**config.mk**
```make
export PLATFORM = sky130hd
export DESIGN_NAME = bobe_core
export DESIGN_NICKNAME = d
export VERILOG_FILES = /design/src/inc/bobe_pkg.sv /design/src/design/bobe_decode.sv /design/src/design/bobe_core.sv
export SDC_FILE = /design/constraint.sdc
export NUM_CORES = 1
export LEC_CHECK = 0
export ABC_AREA = 0
export BUFFER_PORTS_ARGS = -buffer_cell sky130_fd_sc_hd__clkbuf_2
export CORE_ASPECT_RATIO = 1.75
export CORE_MARGIN = 2
export CORE_UTILIZATION = 25
export DETAILED_ROUTE_END_ITERATION = 6
export PLACE_DENSITY_LB_ADDON = 0.05
export SYNTH_ARGS = -nofsm -noshare
export SYNTH_HDL_FRONTEND = slang
export SYNTH_SLANG_ARGS = --single-unit
```
**constraint.sdc**
```tcl
create_clock -name core_clk -period 6.2 [get_ports core_clk]
set_input_delay 0.93 -clock core_clk [delete_from_list [all_inputs] [get_ports core_clk]]
set_output_delay 0.93 -clock core_clk [all_outputs]
set_load 0.03 [all_outputs]
```
**src/inc/bobe_pkg.sv**
```systemverilog
package bobe_pkg;

  // ----------------------------------------------------------------
  // Opcodes with a fixed code
  // ----------------------------------------------------------------
  localparam logic [7:0] OP_CARRY_AND_BIT = 8'h8b;
  localparam logic [7:0] OP_CARRY_XOR_BIT = 8'hab;
  localparam logic [7:0] OP_CARRY_OR_BIT = 8'h6b;
  localparam logic [7:0] OP_LOAD_CARRY_FROM_BIT = 8'hcb;
  localparam logic [7:0] OP_BIT_TEST_DP = 8'h0c;
  localparam logic [7:0] OP_BIT_TEST_ABS = 8'h1c;
  localparam logic [7:0] OP_RAISE_ACC_BIT = 8'h0b;
  localparam logic [7:0] OP_CLEAR_ACC_BIT = 8'h2b;
  localparam logic [7:0] OP_FORCE_CARRY_LOW = 8'h20;
  localparam logic [7:0] OP_FORCE_CARRY_HIGH = 8'ha0;
  localparam logic [7:0] OP_PAGE_FLAG_LOW = 8'h40;
  localparam logic [7:0] OP_PAGE_FLAG_HIGH = 8'hc0;
  localparam logic [7:0] OP_FORCE_OVERFLOW_LOW = 8'h80;
  localparam logic [7:0] OP_COMPLEMENT_MEM_BIT = 8'h4b;
  localparam logic [7:0] OP_STORE_CARRY_TO_BIT = 8'heb;
  localparam logic [7:0] OP_TEST_AND_CLEAR_BITS = 8'h5c;
  localparam logic [7:0] OP_TEST_AND_RAISE_BITS = 8'h3c;
  localparam logic [7:0] OP_BRANCH_CARRY_LOW = 8'h50;
  localparam logic [7:0] OP_BRANCH_CARRY_HIGH = 8'hd0;
  localparam logic [7:0] OP_BRANCH_IF_ZERO_FLAG = 8'hf0;
  localparam logic [7:0] OP_BRANCH_IF_NONZERO = 8'h70;
  localparam logic [7:0] OP_BRANCH_IF_NEGATIVE = 8'h90;
  localparam logic [7:0] OP_BRANCH_IF_POSITIVE = 8'h10;
  localparam logic [7:0] OP_BRANCH_UNCONDITIONAL = 8'h2f;
  localparam logic [7:0] OP_BRANCH_OVERFLOW_LOW = 8'h30;
  localparam logic [7:0] OP_BRANCH_OVERFLOW_HIGH = 8'hb0;

  // ----------------------------------------------------------------
  // Patterned opcodes: bit number in [7:5], clear form has [4] set
  // ----------------------------------------------------------------
  localparam logic [3:0] NIB_MEM_BIT = 4'h1;
  localparam logic [3:0] NIB_BRANCH_ACC_BIT = 4'h2;
  localparam logic [3:0] NIB_BRANCH_DP_BIT = 4'h3;
  localparam int OPC_BIT_HI = 7;
  localparam int OPC_BIT_LO = 5;
  localparam int OPC_CLEAR_FORM = 4;

  // ----------------------------------------------------------------
  // Memory-bit operand word {byte2, byte1}
  // ----------------------------------------------------------------
  localparam int MB_BIT_HI = 15;
  localparam int MB_BIT_LO = 13;
  localparam int MB_INVERT = 12;
  localparam int MB_ADDR_HI = 11;
  localparam logic [15:0] DP_PAGE1_BASE = 16'h0100;

  // ----------------------------------------------------------------
  // Status word positions and reset values
  // ----------------------------------------------------------------
  localparam int PSW_N = 7;
  localparam int PSW_V = 6;
  localparam int PSW_G = 5;
  localparam int PSW_H = 3;
  localparam int PSW_Z = 1;
  localparam int PSW_C = 0;
  localparam logic [7:0] PSW_RST = 8'h00;
  localparam logic [7:0] ACC_RST = 8'h00;
  localparam logic [15:0] PC_RST = 16'h0000;

  // ----------------------------------------------------------------
  // Lengths and cycle counts
  // ----------------------------------------------------------------
  localparam logic [1:0] LEN_1 = 2'h1;
  localparam logic [1:0] LEN_2 = 2'h2;
  localparam logic [1:0] LEN_3 = 2'h3;
  localparam logic [2:0] CYC_CARRY_AND = 3'h4;
  localparam logic [2:0] CYC_CARRY_XOR = 3'h5;
  localparam logic [2:0] CYC_CARRY_OR = 3'h5;
  localparam logic [2:0] CYC_LOAD_CARRY = 3'h4;
  localparam logic [2:0] CYC_BIT_TEST_DP = 3'h4;
  localparam logic [2:0] CYC_BIT_TEST_ABS = 3'h5;
  localparam logic [2:0] CYC_MEM_BIT = 3'h4;
  localparam logic [2:0] CYC_ACC_BIT = 3'h2;
  localparam logic [2:0] CYC_FLAG = 3'h2;
  localparam logic [2:0] CYC_COMPLEMENT = 3'h5;
  localparam logic [2:0] CYC_STORE_CARRY = 3'h6;
  localparam logic [2:0] CYC_TEST_MODIFY = 3'h6;
  localparam logic [2:0] CYC_BRB_ACC_NT = 3'h4;
  localparam logic [2:0] CYC_BRB_ACC_T = 3'h6;
  localparam logic [2:0] CYC_BRB_DP_NT = 3'h5;
  localparam logic [2:0] CYC_BRB_DP_T = 3'h7;
  localparam logic [2:0] CYC_BR_NT = 3'h2;
  localparam logic [2:0] CYC_BR_T = 3'h4;
  localparam logic [2:0] CYC_BR_ALWAYS = 3'h4;
  localparam logic [2:0] CYC_UNKNOWN = 3'h2;

  typedef enum logic [3:0] {
    CL_NONE = 4'b0000,
    CL_CARRY_LOGIC = 4'b0001,
    CL_BIT_TEST = 4'b0010,
    CL_MEM_BIT_WRITE = 4'b0011,
    CL_ACC_BIT = 4'b0100,
    CL_FLAG = 4'b0101,
    CL_COMPLEMENT = 4'b0110,
    CL_STORE_CARRY = 4'b0111,
    CL_TEST_MODIFY = 4'b1000,
    CL_BRANCH_ACC_BIT = 4'b1001,
    CL_BRANCH_DP_BIT = 4'b1010,
    CL_BRANCH_FLAG = 4'b1011
  } bobe_class_e;

endpackage

```
**src/design/bobe_decode.sv**
```systemverilog
`timescale 1ns/1ps
module bobe_decode (
  // Opcode in
  input wire logic [7:0] opcode,
  // Decoded shape
  output bobe_pkg::bobe_class_e op_class,
  output logic [1:0] op_len,
  output logic [2:0] cyc_not_taken,
  output logic [2:0] cyc_taken,
  output logic op_legal
);
  import bobe_pkg::*;

  always_comb begin
    op_class = CL_NONE;
    op_len = LEN_1;
    cyc_not_taken = CYC_UNKNOWN;
    cyc_taken = CYC_UNKNOWN;
    op_legal = 1'b1;
    unique case (opcode)
      OP_CARRY_AND_BIT: begin
        op_class = CL_CARRY_LOGIC; op_len = LEN_3; cyc_not_taken = CYC_CARRY_AND;
      end
      OP_CARRY_XOR_BIT: begin
        op_class = CL_CARRY_LOGIC; op_len = LEN_3; cyc_not_taken = CYC_CARRY_XOR;
      end
      OP_CARRY_OR_BIT: begin
        op_class = CL_CARRY_LOGIC; op_len = LEN_3; cyc_not_taken = CYC_CARRY_OR;
      end
      OP_LOAD_CARRY_FROM_BIT: begin
        op_class = CL_CARRY_LOGIC; op_len = LEN_3; cyc_not_taken = CYC_LOAD_CARRY;
      end
      OP_BIT_TEST_DP: begin
        op_class = CL_BIT_TEST; op_len = LEN_2; cyc_not_taken = CYC_BIT_TEST_DP;
      end
      OP_BIT_TEST_ABS: begin
        op_class = CL_BIT_TEST; op_len = LEN_3; cyc_not_taken = CYC_BIT_TEST_ABS;
      end
      OP_RAISE_ACC_BIT, OP_CLEAR_ACC_BIT: begin
        op_class = CL_ACC_BIT; op_len = LEN_2; cyc_not_taken = CYC_ACC_BIT;
      end
      OP_FORCE_CARRY_LOW, OP_FORCE_CARRY_HIGH, OP_PAGE_FLAG_LOW, OP_PAGE_FLAG_HIGH,
      OP_FORCE_OVERFLOW_LOW: begin
        op_class = CL_FLAG; cyc_not_taken = CYC_FLAG;
      end
      OP_COMPLEMENT_MEM_BIT: begin
        op_class = CL_COMPLEMENT; op_len = LEN_3; cyc_not_taken = CYC_COMPLEMENT;
      end
      OP_STORE_CARRY_TO_BIT: begin
        op_class = CL_STORE_CARRY; op_len = LEN_3; cyc_not_taken = CYC_STORE_CARRY;
      end
      OP_TEST_AND_CLEAR_BITS, OP_TEST_AND_RAISE_BITS: begin
        op_class = CL_TEST_MODIFY; op_len = LEN_3; cyc_not_taken = CYC_TEST_MODIFY;
      end
      OP_BRANCH_CARRY_LOW, OP_BRANCH_CARRY_HIGH, OP_BRANCH_IF_ZERO_FLAG, OP_BRANCH_IF_NONZERO,
      OP_BRANCH_IF_NEGATIVE, OP_BRANCH_IF_POSITIVE, OP_BRANCH_OVERFLOW_LOW,
      OP_BRANCH_OVERFLOW_HIGH: begin
        op_class = CL_BRANCH_FLAG; op_len = LEN_2; cyc_not_taken = CYC_BR_NT;
      end
      OP_BRANCH_UNCONDITIONAL: begin
        op_class = CL_BRANCH_FLAG; op_len = LEN_2; cyc_not_taken = CYC_BR_ALWAYS;
      end
      default: begin
        if (opcode[3:0] == NIB_MEM_BIT) begin
          op_class = CL_MEM_BIT_WRITE; op_len = LEN_2; cyc_not_taken = CYC_MEM_BIT;
        end else if (opcode[3:0] == NIB_BRANCH_ACC_BIT) begin
          op_class = CL_BRANCH_ACC_BIT; op_len = LEN_2; cyc_not_taken = CYC_BRB_ACC_NT;
        end else if (opcode[3:0] == NIB_BRANCH_DP_BIT) begin
          op_class = CL_BRANCH_DP_BIT; op_len = LEN_3; cyc_not_taken = CYC_BRB_DP_NT;
        end else begin
          op_legal = 1'b0;
        end
      end
    endcase
    // A taken branch stretches the instruction; everything else is fixed.
    unique case (op_class)
      CL_BRANCH_ACC_BIT: cyc_taken = CYC_BRB_ACC_T;
      CL_BRANCH_DP_BIT: cyc_taken = CYC_BRB_DP_T;
      CL_BRANCH_FLAG: cyc_taken = (opcode == OP_BRANCH_UNCONDITIONAL) ? CYC_BR_ALWAYS : CYC_BR_T;
      default: cyc_taken = cyc_not_taken;
    endcase
  end

endmodule

```
**src/design/bobe_core.sv**
```systemverilog
`timescale 1ns/1ps
// Notes on behaviour
// - 8B, 3 bytes, 4 cycles: carry AND memory bit or its inverse.
// - AB, 3 bytes, 5 cycles: carry XOR memory bit or its inverse.
// - 6B, 3 bytes, 5 cycles: carry OR memory bit or its inverse.
// - CB, 3 bytes, 4 cycles: carry loaded from memory bit or its inverse.
// - Bit test 0C/1C: zero from A AND M, negative M7, overflow M6.
// - x1/y1 on direct-page bit: 2 bytes, 4 cycles, write 1 or 0.
// - 0B/2B, 2 bytes, 2 cycles: set or clear one accumulator bit.
// - 20 and A0, one byte, 2 cycles: carry to 0 or 1.
// - 40 and C0, one byte, 2 cycles: page flag to 0 or 1.
// - 80, one byte, 2 cycles: overflow and half-carry cleared.
// - 4B, 3 bytes, 5 cycles: memory bit inverted and written back.
// - EB, 3 bytes, 6 cycles: memory bit written with carry.
// - 5C, 6 cycles: N,Z from A minus M; M becomes M AND NOT A.
// - 3C, 6 cycles: N,Z from A minus M; M becomes M OR A.
// - Branch on bit y2/y3 clear, x2/x3 set; 4/6 and 5/7 cycles.
// - 50/D0 branch on carry 0/1, 2 bytes, 2/4 cycles.
// - F0 branches on zero set, 70 on zero clear, 2/4 cycles.
// - 90 branches on negative set, 10 on clear, 2/4 cycles.
// - 2F always branches, 2 bytes, 4 cycles.
// - 30 branches on overflow clear, 2 bytes, 2/4 cycles.
// - B0 branches on overflow set, 2 bytes, 2/4 cycles.
module bobe_core (
  // Clock and reset
  input wire logic core_clk,
  input wire logic reset_n,
  // Program memory, data valid in the cycle the address stands
  output logic [15:0] prog_addr,
  input wire logic [7:0] prog_data,
  // Data memory, read data valid in the cycle the address stands
  output logic [15:0] data_addr,
  output logic data_rd_en,
  output logic data_wr_en,
  output logic [7:0] data_wdata,
  input wire logic [7:0] data_rdata,
  // Register preload, taken in the opcode fetch cycle
  input wire logic preload_en,
  input wire logic [7:0] preload_acc,
  input wire logic [7:0] preload_psw,
  // Status
  output logic [7:0] acc_out,
  output logic [7:0] psw_out,
  output logic instr_done,
  output logic bad_opcode
);
  import bobe_pkg::*;

  typedef struct packed {
    logic [2:0] cyc;
    logic [7:0] op;
    logic [7:0] b1;
    logic [7:0] b2;
    logic [15:0] pc;
    logic [7:0] acc;
    logic [7:0] psw;
    logic taken;
    logic [15:0] daddr;
    logic re;
    logic we;
    logic [7:0] wdata;
    logic done;
    logic bad;
  } bobe_state_s;

  bobe_state_s s_q;
  bobe_state_s s_d;

  logic [7:0] op_cur;
  bobe_class_e op_class;
  logic [1:0] op_len;
  logic [2:0] cyc_nt;
  logic [2:0] cyc_t;
  logic op_legal;

  function automatic logic [7:0] put_bit(input logic [7:0] v, input logic [2:0] idx, input logic b);
    logic [7:0] r;
    r = v;
    r[idx] = b;
    return r;
  endfunction

  function automatic logic [15:0] dp_addr(input logic [7:0] off, input logic page);
    return page ? (DP_PAGE1_BASE | {8'h00, off}) : {8'h00, off};
  endfunction

  assign op_cur = (s_q.cyc == 3'h0) ? prog_data : s_q.op;

  bobe_decode u_decode (
    .opcode(op_cur),
    .op_class(op_class),
    .op_len(op_len),
    .cyc_not_taken(cyc_nt),
    .cyc_taken(cyc_t),
    .op_legal(op_legal)
  );

  // ----------------------------------------------------------------
  // Sequencing and execution
  // ----------------------------------------------------------------
  always_comb begin
    logic [7:0] byte1;
    logic [7:0] byte2;
    logic [2:0] len3;
    logic [2:0] dec_cyc;
    logic [2:0] bitsel;
    logic inv;
    logic mbit;
    logic taken_now;
    logic tk;
    logic [2:0] total;
    logic [7:0] rel;
    logic [7:0] diff;
    taken_now = 1'b0;
    tk = 1'b0;
    total = 3'h0;
    dec_cyc = 3'h0;
    byte1 = (s_q.cyc == 3'h1) ? prog_data : s_q.b1;
    byte2 = (s_q.cyc == 3'h2) ? prog_data : s_q.b2;
    len3 = {1'b0, op_len};
    bitsel = (op_len == LEN_3 && op_class != CL_BRANCH_DP_BIT) ?
             s_q.b2[MB_BIT_HI-8:MB_BIT_LO-8] : op_cur[OPC_BIT_HI:OPC_BIT_LO];
    inv = (op_class == CL_CARRY_LOGIC) && s_q.b2[MB_INVERT-8];
    mbit = data_rdata[bitsel];
    diff = s_q.acc - data_rdata;
    rel = (op_class == CL_BRANCH_DP_BIT) ? s_q.b2 : s_q.b1;
    s_d = s_q;
    s_d.re = 1'b0;
    s_d.we = 1'b0;
    s_d.done = 1'b0;
    s_d.bad = 1'b0;
    if (s_q.cyc == 3'h0 && preload_en) begin
      s_d.acc = preload_acc;
      s_d.psw = preload_psw;
    end
    // Bytes are fetched one per cycle; the program counter then points past the instruction.
    if (s_q.cyc < len3) begin
      s_d.pc = s_q.pc + 16'h0001;
    end
    if (s_q.cyc == 3'h0) begin
      s_d.op = prog_data;
    end
    if (s_q.cyc == 3'h1) begin
      s_d.b1 = prog_data;
    end
    if (s_q.cyc == 3'h2) begin
      s_d.b2 = prog_data;
    end
    // The operand address is registered in the last fetch cycle so the read lands right after.
    if (s_q.cyc == len3 - 3'h1) begin
      unique case (op_class)
        CL_CARRY_LOGIC, CL_COMPLEMENT, CL_STORE_CARRY: begin
          s_d.daddr = {4'h0, byte2[MB_ADDR_HI-8:0], byte1};
          s_d.re = 1'b1;
        end
        CL_BIT_TEST, CL_TEST_MODIFY: begin
          s_d.daddr = (op_len == LEN_2) ? dp_addr(byte1, s_d.psw[PSW_G]) : {byte2, byte1};
          s_d.re = 1'b1;
        end
        CL_MEM_BIT_WRITE, CL_BRANCH_DP_BIT: begin
          s_d.daddr = dp_addr(byte1, s_d.psw[PSW_G]);
          s_d.re = 1'b1;
        end
        default: begin
        end
      endcase
    end
    // Single-byte flag forcing acts in the opcode cycle.
    if (s_q.cyc == 3'h0 && op_class == CL_FLAG) begin
      unique case (op_cur)
        OP_FORCE_CARRY_LOW: s_d.psw[PSW_C] = 1'b0;
        OP_FORCE_CARRY_HIGH: s_d.psw[PSW_C] = 1'b1;
        OP_PAGE_FLAG_LOW: s_d.psw[PSW_G] = 1'b0;
        OP_PAGE_FLAG_HIGH: s_d.psw[PSW_G] = 1'b1;
        default: begin
          s_d.psw[PSW_V] = 1'b0;
          s_d.psw[PSW_H] = 1'b0;
        end
      endcase
    end
    if (s_q.cyc == 3'h1 && op_class == CL_ACC_BIT) begin
      s_d.acc = put_bit(s_d.acc, prog_data[2:0], op_cur == OP_RAISE_ACC_BIT);
    end
    // Memory operand cycle.
    if (s_q.cyc == len3 && s_q.cyc != 3'h0) begin
      s_d.wdata = data_rdata;
      unique case (op_class)
        CL_CARRY_LOGIC: begin
          unique case (op_cur)
            OP_CARRY_AND_BIT: s_d.psw[PSW_C] = s_q.psw[PSW_C] & (mbit ^ inv);
            OP_CARRY_XOR_BIT: s_d.psw[PSW_C] = s_q.psw[PSW_C] ^ (mbit ^ inv);
            OP_CARRY_OR_BIT: s_d.psw[PSW_C] = s_q.psw[PSW_C] | (mbit ^ inv);
            default: s_d.psw[PSW_C] = mbit ^ inv;
          endcase
        end
        CL_BIT_TEST: begin
          s_d.psw[PSW_Z] = (s_q.acc & data_rdata) == 8'h00;
          s_d.psw[PSW_N] = data_rdata[7];
          s_d.psw[PSW_V] = data_rdata[6];
        end
        CL_MEM_BIT_WRITE: begin
          s_d.wdata = put_bit(data_rdata, bitsel, !op_cur[OPC_CLEAR_FORM]);
          s_d.we = 1'b1;
        end
        CL_COMPLEMENT: begin
          s_d.wdata = put_bit(data_rdata, bitsel, !mbit);
          s_d.we = 1'b1;
        end
        CL_STORE_CARRY: begin
          s_d.wdata = put_bit(data_rdata, bitsel, s_q.psw[PSW_C]);
          s_d.we = 1'b1;
        end
        CL_TEST_MODIFY: begin
          s_d.psw[PSW_N] = diff[7];
          s_d.psw[PSW_Z] = diff == 8'h00;
          s_d.wdata = (op_cur == OP_TEST_AND_CLEAR_BITS) ? (data_rdata & ~s_q.acc)
                                                         : (data_rdata | s_q.acc);
          s_d.we = 1'b1;
        end
        default: begin
        end
      endcase
    end
    // Branch decision: flag forms decide on the offset byte, bit-on-memory on the operand.
    dec_cyc = (op_class == CL_BRANCH_DP_BIT) ? len3 : len3 - 3'h1;
    unique case (op_class)
      CL_BRANCH_FLAG: begin
        unique case (op_cur)
          OP_BRANCH_CARRY_LOW: taken_now = !s_q.psw[PSW_C];
          OP_BRANCH_CARRY_HIGH: taken_now = s_q.psw[PSW_C];
          OP_BRANCH_IF_ZERO_FLAG: taken_now = s_q.psw[PSW_Z];
          OP_BRANCH_IF_NONZERO: taken_now = !s_q.psw[PSW_Z];
          OP_BRANCH_IF_NEGATIVE: taken_now = s_q.psw[PSW_N];
          OP_BRANCH_IF_POSITIVE: taken_now = !s_q.psw[PSW_N];
          OP_BRANCH_OVERFLOW_LOW: taken_now = !s_q.psw[PSW_V];
          OP_BRANCH_OVERFLOW_HIGH: taken_now = s_q.psw[PSW_V];
          default: taken_now = 1'b1;
        endcase
      end
      CL_BRANCH_ACC_BIT: taken_now = s_q.acc[op_cur[OPC_BIT_HI:OPC_BIT_LO]] ^ op_cur[OPC_CLEAR_FORM];
      CL_BRANCH_DP_BIT: taken_now = data_rdata[op_cur[OPC_BIT_HI:OPC_BIT_LO]] ^ op_cur[OPC_CLEAR_FORM];
      default: taken_now = 1'b0;
    endcase
    if (s_q.cyc == dec_cyc) begin
      s_d.taken = taken_now;
    end
    tk = (s_q.cyc == dec_cyc) ? taken_now : s_q.taken;
    total = tk ? cyc_t : cyc_nt;
    if (s_q.cyc == total - 3'h1) begin
      if (tk) begin
        s_d.pc = s_q.pc + {{8{rel[7]}}, rel};
      end
      s_d.cyc = 3'h0;
      s_d.taken = 1'b0;
      s_d.done = 1'b1;
      s_d.bad = !op_legal;
    end else begin
      s_d.cyc = s_q.cyc + 3'h1;
    end
  end

  always_ff @(posedge core_clk or negedge reset_n) begin
    if (!reset_n) begin
      s_q <= '0;
      s_q.pc <= PC_RST;
      s_q.acc <= ACC_RST;
      s_q.psw <= PSW_RST;
    end else begin
      s_q <= s_d;
    end
  end

  assign prog_addr = s_q.pc;
  assign data_addr = s_q.daddr;
  assign data_rd_en = s_q.re;
  assign data_wr_en = s_q.we;
  assign data_wdata = s_q.wdata;
  assign acc_out = s_q.acc;
  assign psw_out = s_q.psw;
  assign instr_done = s_q.done;
  assign bad_opcode = s_q.bad;

  // ----------------------------------------------------------------
  // Checks
  // ----------------------------------------------------------------
  logic first;
  assign first = s_q.cyc == 3'h0;

  chk_carry_low_two: assert property (@(posedge core_clk) disable iff (!reset_n)
    (first && prog_data == OP_FORCE_CARRY_LOW) |-> ##2 (instr_done && !psw_out[PSW_C]))
    else $error("carry clear did not finish in two cycles with carry low");

  chk_page_high_two: assert property (@(posedge core_clk) disable iff (!reset_n)
    (first && prog_data == OP_PAGE_FLAG_HIGH) |-> ##1 !instr_done ##1 (instr_done && psw_out[PSW_G]))
    else $error("page flag set wrong or mistimed");

  chk_always_branch_pc: assert property (@(posedge core_clk) disable iff (!reset_n)
    (first && prog_data == OP_BRANCH_UNCONDITIONAL) |-> ##4 (instr_done &&
      prog_addr == $past(prog_addr, 3) + 16'h0001 + {{8{$past(prog_data[7], 3)}}, $past(prog_data, 3)}))
    else $error("unconditional branch target or timing wrong");

  chk_carry_branch_skip: assert property (@(posedge core_clk) disable iff (!reset_n)
    (first && prog_data == OP_BRANCH_CARRY_LOW && (preload_en ? preload_psw[PSW_C] : psw_out[PSW_C])) |-> ##2
      (instr_done && prog_addr == $past(prog_addr, 2) + 16'h0002))
    else $error("untaken carry branch not two cycles");

  chk_branch_keeps_flags: assert property (@(posedge core_clk) disable iff (!reset_n)
    (first && prog_data == OP_BRANCH_UNCONDITIONAL) |-> ##4 (psw_out == $past(psw_out, 3)))
    else $error("branch altered the status word");

  chk_acc_bit_raise: assert property (@(posedge core_clk) disable iff (!reset_n)
    (first && prog_data == OP_RAISE_ACC_BIT) |-> ##2
      (instr_done && acc_out == ($past(acc_out, 1) | (8'h01 << $past(prog_data[2:0], 1)))))
    else $error("accumulator bit set wrong");

  chk_store_carry_write: assert property (@(posedge core_clk) disable iff (!reset_n)
    (first && prog_data == OP_STORE_CARRY_TO_BIT) |-> ##3 data_rd_en ##1 data_wr_en ##2 instr_done)
    else $error("carry store sequence mistimed");

  chk_test_raise_data: assert property (@(posedge core_clk) disable iff (!reset_n)
    (first && prog_data == OP_TEST_AND_RAISE_BITS) |-> ##4 (data_wr_en && data_wdata == ($past(data_rdata, 1) | acc_out))
    ##2 instr_done)
    else $error("test and set wrote wrong value or mistimed");

  chk_bit_test_flags: assert property (@(posedge core_clk) disable iff (!reset_n)
    (first && prog_data == OP_BIT_TEST_ABS) |-> ##5 (instr_done && psw_out[PSW_N] == $past(data_rdata[7], 2) &&
      psw_out[PSW_V] == $past(data_rdata[6], 2)))
    else $error("bit test flags or timing wrong");

  chk_done_single: assert property (@(posedge core_clk) disable iff (!reset_n)
    instr_done |=> !instr_done)
    else $error("instruction shorter than two cycles");

endmodule

```
# After elaboration in Yosys (flattened, before gate mapping)
# Cells that the tools add are included.
[word_totals] regBits=88 input_bits=35 output_inout_bits=60 wordCells=194
[classes] n_addsub=6 n_lt_le_gt_ge=6 n_eq_ne=49 n_mux=70 bitwise_logic=10 n_reduce_logical=38
[ops] operator="== test 8 bit (second input constant)" count=11
[ops] operator="2-to-1 mux 16 bit" count=5
[ops] operator="one-hot mux 17 bit (3 select lines)" count=1
[ops] operator="== test 8 x 7 -> 1 bit (second input constant)" count=6
[ops] operator="2-to-1 mux 8 bit" count=6
[ops] operator="== test 8 x 6 -> 1 bit (second input constant)" count=5
[ops] operator="one-hot mux 9 bit (4 select lines)" count=1
[ops] operator="bitwise mux 8 bit" count=4
[ops] operator="one-hot mux 4 bit (8 select lines)" count=1
[ops] operator="OR reduction 26 bit" count=1
[ops] operator="2-to-1 mux 3 bit" count=7
[ops] operator="2-to-1 mux 1 bit" count=18
[ops] operator="2-to-1 mux 9 bit" count=2
[ops] operator="OR reduction 9 bit" count=2
[ops] operator="adder 16 x 1 -> 16 bit (second input constant)" count=1
[ops] operator="adder 16 bit" count=1
[ops] operator="AND 8 bit" count=2
[ops] operator="== test 4 x 2 -> 1 bit (second input constant)" count=4
[ops] operator="== test 4 x 3 -> 1 bit (second input constant)" count=4
[ops] operator="== test 4 bit (second input constant)" count=4
[ops] operator="== test 8 x 4 -> 1 bit (second input constant)" count=2
[ops] operator="== test 8 x 5 -> 1 bit (second input constant)" count=2
[ops] operator="logical NOT 8 bit" count=2
[ops] operator="OR reduction 4 bit" count=4
[ops] operator="39 further kinds" count=83

# Depth between registers and ports, before layout
# Gate-level depths: netlist (run 1).
[depth] ltp_word=17 depth_mapped=30 ltp_nobuf=27

# Modules after synthesis
# Synthesis (run 1) repeated with hierarchy kept, for this count alone.
[unflattened] cells_unflattened=841 hier_area_um2=7260.7
[by_module_without_submodules] mod="bobe_core" n_inst=1 cells_each=768 area_per_inst_um2=6766.5 seq_area_each_um2=2202.1
[by_module_without_submodules] mod="bobe_decode" n_inst=1 cells_each=73 area_per_inst_um2=494.2 seq_area_each_um2=0.0

# Worst setup path after synthesis (run 1)
# OpenSTA, ideal clock, no wires.
[synth_timing] path_kind="input -> register" from="in prog_data[5]" to="reg s_q, in the netlist prog_addr[0]" arrival_time_ps=6026 required_ps=6072 setup_slack_ps=46 cell_stages=25 path_buffers=1 path_cell_list="buf_2 and4bb_2 a31o_2 and4_1 a21o_1 or4_1 nor3_1 inv_1 ha_1 xor2_1 nand2_1 a211o_1 o211ai_2 o211a_4 a21boi_4 nor2_1 o21a_1 ha_1 xor2_1 and2_1 mux2i_1 nor3b_1 mux2i_4 nand2_2 mux2_1"
[synth_rtl] element="start: declaration" line_no="bobe_core.sv:30" rtl="input wire logic [7:0] prog_data,"
[synth_rtl] element="end: declaration" line_no="bobe_core.sv:66" rtl="bobe_state_s s_q;"

==> flow_summary.toml, run 1 <==
[status]
status = "finished, final reports clean"

[cts]
clkTransAtPathRegs_ps = 80
cts_buffers = 9
clkLatencyLatePin_ps = 380
cts_setup_buffers = 0
htreeDepth = 3
cts_tree = "yes"
cts-root-buf = "clkbuf_16"
clock_path_buffers = 2
clock_sinks = 88

[synth]
ys_types = 93
synth.yosys.seq_area_share = 0.284
synth-async-reset-ratio = 1.00
synth_area_mm2 = 0.00774
ys.flop_type = "dfrtp_1"
ys_ff_latch = 88
netlist.area_leader.share = 0.284
synth_area_leaders = "dfrtp_1 (28%), ha_1 (6.8%), mux2i_1 (6.6%)"
syn_avg_cell_area_um2 = 8.96
yosysWarningCount = 0
synth_top_area_cell = "dfrtp_1"
synth_edf_count = 0
syn_nets = 943
netlist_instances = 864

[sta]
drv_slew = 0
whs_ps = 483
period_needed_ps = 5890
relSlewSlack = 0.400
timing.fmax_ghz = 0.170
clock_skew_ps = 9.76
rsz0062_at_grt = "false"
fin_crit_sh = 0.950
finalSetupViolations = 0
tightest_slew_ps = 894
fin_ws_ps = 313
timing_hold_violations_final = 0

[setup_path]
slowest_stage = "or4_1"
crit_fanout = 7
cp.required_ps = 6450
critPathKind = "register to register"
cp_common_cell = "buf_4"
regToRegEndpoint = "prog_addr[11]"
arrival_ps = 6140
r2r_setup_slack_ps = 310
max_stage_delay_ps = 540
r2r-start = "s_q[85]"
crit_path_end_kind = "register"
start_kind = "register"
r2r_cells = 30

[finish]
final_cell_mix = "clkbuf_2 (93), nand2_1 (89), buf_4 (89)"
n_antenna_cell = 0
final_common_cell = "clkbuf_2"
drive_gt1_frac = 0.290
n_fill_cell = 3352
design_area_mm2 = 0.00917
final_nets = 1053
areaGrowthSynthToFinish_pct = 18.4
fin_cells = 1370

[die]
core_mm2 = 0.0306
dieWidth_um = 137
pin_count = 95
start_util = 0.253
die_h_um = 237
row_count = 85
die_area_mm2 = 0.0325

[power_and_ir_drop]
powerDensity_mw_per_mm2 = 673
ir_drop_v = 0.000206
p_leak_uw = 0.00430
total_power_uw = 6170

[routing]
routed_wl_um = 30300
drc = 0
via_per_inst = 4.89
detail_route.wl_per_cell_um = 22.1
drtIter0Drc = 246
vias = 6701
first_pass_iters = 7
antenna_left = 0

[global_routing]
grt_overflow = 0
antenna_found_initial = 0
grt_usage = 0.193
grt_pass1_vias = 7162
grt_max_degree = 54
grt_pass1_wl_um = 45300

[hold_path]
hold_depth = 2
hp-start = "data_wdata[0]"
min_path_type = "register to register"
holdPathEnd = "data_wdata[0]"

[place]
place_congestion = 0.818
dp.cells = 1354
io_buffers = 94
place_ws_ps = -67.5
dp_hpwl_um = 24700
post_dp_cell_area_mm2 = 0.00881

[run]
max_cap_violations = 0
## sequential cells by signal, summed over array words and instances, names as in the netlist
name / cells
data_wdata: 8
bad_opcode: 1
acc_out: 8
data_rd_en: 1
s_q: 28
data_wr_en: 1
psw_out: 8
data_addr: 16
prog_addr: 16
instr_done: 1
## report_power, final
group          internal (uW)  switching [uW]
Clock                    358             275
Sequential               834             353
Combinational           1780            2570
## cells by family after synthesis
kind of cell / count (synthesis) / share of synthesized area
multiplexers: 90 / 0.127
buffers and inverters: 124 / 0.0939
adder cells (fa/ha/maj): 44 / 0.0730
AND/OR/NAND/NOR: 274 / 0.182
AO/OA/AOI/OAI: 202 / 0.191
flip-flops: 88 / 0.284
XOR/XNOR: 42 / 0.0485
## metal layers
layer / part of all wire / wire, um / track usage
met4: 0.044 / 1340 / 0.0887
met2: 0.58 / 17600 / 0.384
met1: 0.35 / 10700 / 0.187
met5: 0 / 0 / 0
met3: 0.024 / 723 / 0.0300
## Yosys cell counts (4+ instances only)
master / count
a211oi_1: 7
or4b_4: 4
or2_2: 5
o211ai_1: 9
nor3_1: 14
nor4_1: 8
o21ai_0: 29
o21bai_1: 4
clkbuf_1: 16
o31ai_1: 12
a211o_1: 4
nand2_1: 89
buf_6: 5
xnor2_1: 19
nor2_1: 58
mux2i_1: 51
a41o_1: 4
inv_1: 38
buf_4: 59
a21o_1: 9
a21oi_1: 54
and2_1: 8
o21a_1: 6
nand4_1: 11
and3_1: 6
o2111ai_1: 4
a22o_1: 4
dfrtp_1: 88
nand2b_1: 13
a221oi_1: 5
and2_0: 4
mux2_2: 31
xor2_1: 22
ha_1: 42
nand3_1: 22
a31oi_1: 5
nor3b_1: 4
## critical path, delay by kind of cell, from the launching register on
kind            cells  cell delay (ps)
compound gates      7             1350
simple gates        9             1710
xor+xnor            2              320
flops               1              350
mux                 3              460
buf+inv             6              760
fa+ha+maj           3              810
## repair_timing
item	4_1_cts	5_1_grt
setup endpoints to repair	0	16
hold endpoints to repair	0	0
gates resized for setup	0	8
hold buffers	0	0
## layout make-up
class | instances | area (um2) | share of cell area
repair buffers | 183 | 1150 | 0.126
clock buffers | 9 | 225 | 0.0246
multi-input cells | 652 | 4850 | 0.529
well taps | 391 | 489 | 0.0534
flip-flops and latches | 88 | 2200 | 0.240
inverters | 40 | 150 | 0.0164
clock inverters | 7 | 100 | 0.0109
## worst max path at each step
stage,start,endpoint,cells past startpoint
after floorplan,prog_data[5],prog_addr[0],25
after global placement,prog_data[4],prog_addr[9],26
after detailed placement,prog_data[4],prog_addr[11],28
after CTS,s_q[85],prog_addr[11],28
after global routing,s_q[85],prog_addr[14],31
final,s_q[85],prog_addr[11],30
## metrics by stage
stage	util	TNS, ps
after floorplan	-	0
after global placement	0.288	0
after detailed placement	0.288	-458
after CTS	0.298	0
after global routing	0.299	0
final	0.299	0
(Power assumes the default switching activity.)
==> inputs of run 2 (changes only) <==
ABC_AREA = unset   (was 0)
clock period = 7.63 ns   (was 6.2 ns; I/O delays follow)
==> flow_summary.toml, run 2 (synthesis gave the netlist of run 1 again) <==
[sta]
drv_slew = 0
timing_hold_violations_final = 0
relSlewSlack = 0.413
clock_skew_ps = 12.8
fin_ws_ps = 565
period_needed_ps = 7060
fin_crit_sh = 0.926
rsz0062_at_grt = "false"
timing.fmax_ghz = 0.142
finalSetupViolations = 0
timing.setup.tns_ps = 0
tightest_slew_ps = 875

[die]
core_mm2 = 0.0306
pin_count = 95
die_area_mm2 = 0.0325
start_util = 0.253
die_h_um = 237
dieWidth_um = 137
row_count = 85

[finish]
n_fill_cell = 3355
final_common_cell = "clkbuf_2"
top_register = "s_q"
final_nets = 979
drive_gt1_frac = 0.225
final_cell_mix = "clkbuf_2 (93), nand2_1 (89), dfrtp_1 (88)"
areaGrowthSynthToFinish_pct = 10.1
n_antenna_cell = 0
fin_cells = 1295
largest_reg_flops = 28
utilization = 0.278

[global_routing]
met2_usage = 0.363
antenna_found_initial = 0
grt_busiest_layer = "met2"
grt_pass1_wl_um = 44800
grt_max_degree = 56
grt_usage = 0.192
grt_pass1_vias = 6945
use_met1 = 0.193
grt_overflow = 0
grtUsageMet3 = 0.0231

[cts]
clock_path_buffers = 2
clkTransAtPathRegs_ps = 70
clkLatencyLatePin_ps = 380
htreeDepth = 3
cts-root-buf = "clkbuf_16"
clock_sinks = 88
cts_tree = "yes"
cts_buffers = 9
ctsHoldBuffers = 0

[routing]
routed_wl_um = 29900
via_per_inst = 5.05
antenna_left = 0
detail_route.wl_per_cell_um = 23.1
drtIter0Drc = 218
drc = 0
vias = 6543
first_pass_iters = 4

[setup_path]
start_kind = "register"
max_stage_delay_ps = 530
crit_family = "simple AND/OR/NAND/NOR gates"
crit_fanout = 21
cp.required_ps = 7880
cp_common_cell = "ha_1"
r2r_cells = 26
crit_path_end_kind = "register"
critPathKind = "register to register"
slowest_stage = "or4_1"
cp_num_buf_inv = 2
cp_num_cells = 26
arrival_ps = 7320

[place]
io_buffers = 94
dp_hpwl_um = 23900
place_congestion = 0.853
dp.cells = 1279
place_ws_ps = 456

[power_and_ir_drop]
ir_drop_v = 0.000182
powerDensity_mw_per_mm2 = 541
p_leak_uw = 0.00392

[hold_path]
min_path_type = "register to register"
hold_depth = 2

[run]
max_cap_violations = 0

[status]
status = "finished, final reports clean"
==> run 2: what timing repair did <==
| item | 4_1_cts | 5_1_grt |
|---|---|---|
| endpoints found under the setup margin | 0 | 10 |
| buffers inserted | 0 | 1 |
| gates resized for setup | 0 | 0 |
==> run 2: worst paths after layout <==
check / from / to / slack (ps)
worst max register to register: s_q[85] / prog_addr[9] / 570
worst max-delay path: s_q[85] / prog_addr[9] / 570
max in group asynchronous: reset_n / prog_addr[11] / 5730
min in group asynchronous: reset_n / psw_out[0] / 720
worst min-delay path: data_wdata[6] / data_wdata[6] / 480
worst min register to register: data_wdata[6] / data_wdata[6] / 480
==> run 2: worst reg2reg max path, delay by kind of cell, from the launching register on <==
family / cells / cell delay, ps
compound gates: 7 / 1710
xor+xnor: 2 / 320
fa+ha+maj: 3 / 1040
buf+inv: 2 / 340
flops: 1 / 480
mux: 3 / 890
simple gates: 9 / 2170
==> run 2: area by class of cell <==
| type | count | area, um2 | area share |
|---|---|---|---|
| Sequential cell | 88 | 2200 | 0.258 |
| Multi-Input combinational cell | 652 | 4810 | 0.565 |
| Timing Repair Buffer | 109 | 586 | 0.0687 |
| Tap cell | 391 | 489 | 0.0574 |
| Clock buffer | 10 | 239 | 0.0280 |
| Clock inverter | 5 | 42.5 | 0.00499 |
| Inverter | 40 | 150 | 0.0176 |
==> run 2: layer usage <==
layer / vias to the layer above / part of all wire / wire length (um)
met4: 0 / 0.055 / 1640
met3: 60 / 0.030 / 890
li1: 3149 / - / -
met5: - / 0 / 0
met2: 134 / 0.57 / 17000
met1: 3200 / 0.35 / 10400
==> run 2: power breakdown <==
part / leakage (uW) / internal (uW) / total (uW) / switching [uW]
sequential: 0.00110 / 678 / 979 / 301
combinational: 0.00268 / 1170 / 3180 / 2010
clock: 0.000135 / 231 / 453 / 222
total: 0.00392 / 2080 / 4610 / 2530
==> run 2: metrics by stage <==
stage / instance area (um2) / power, uW / hold WS (ps)
floorplan: 7740 / 3400 / 447
global route: 8520 / 5000 / 501
detailed placement: 8230 / 4200 / 463
CTS: 8520 / 4680 / 489
finish: 8520 / 4610 / 480
global placement: 8230 / 4230 / 465
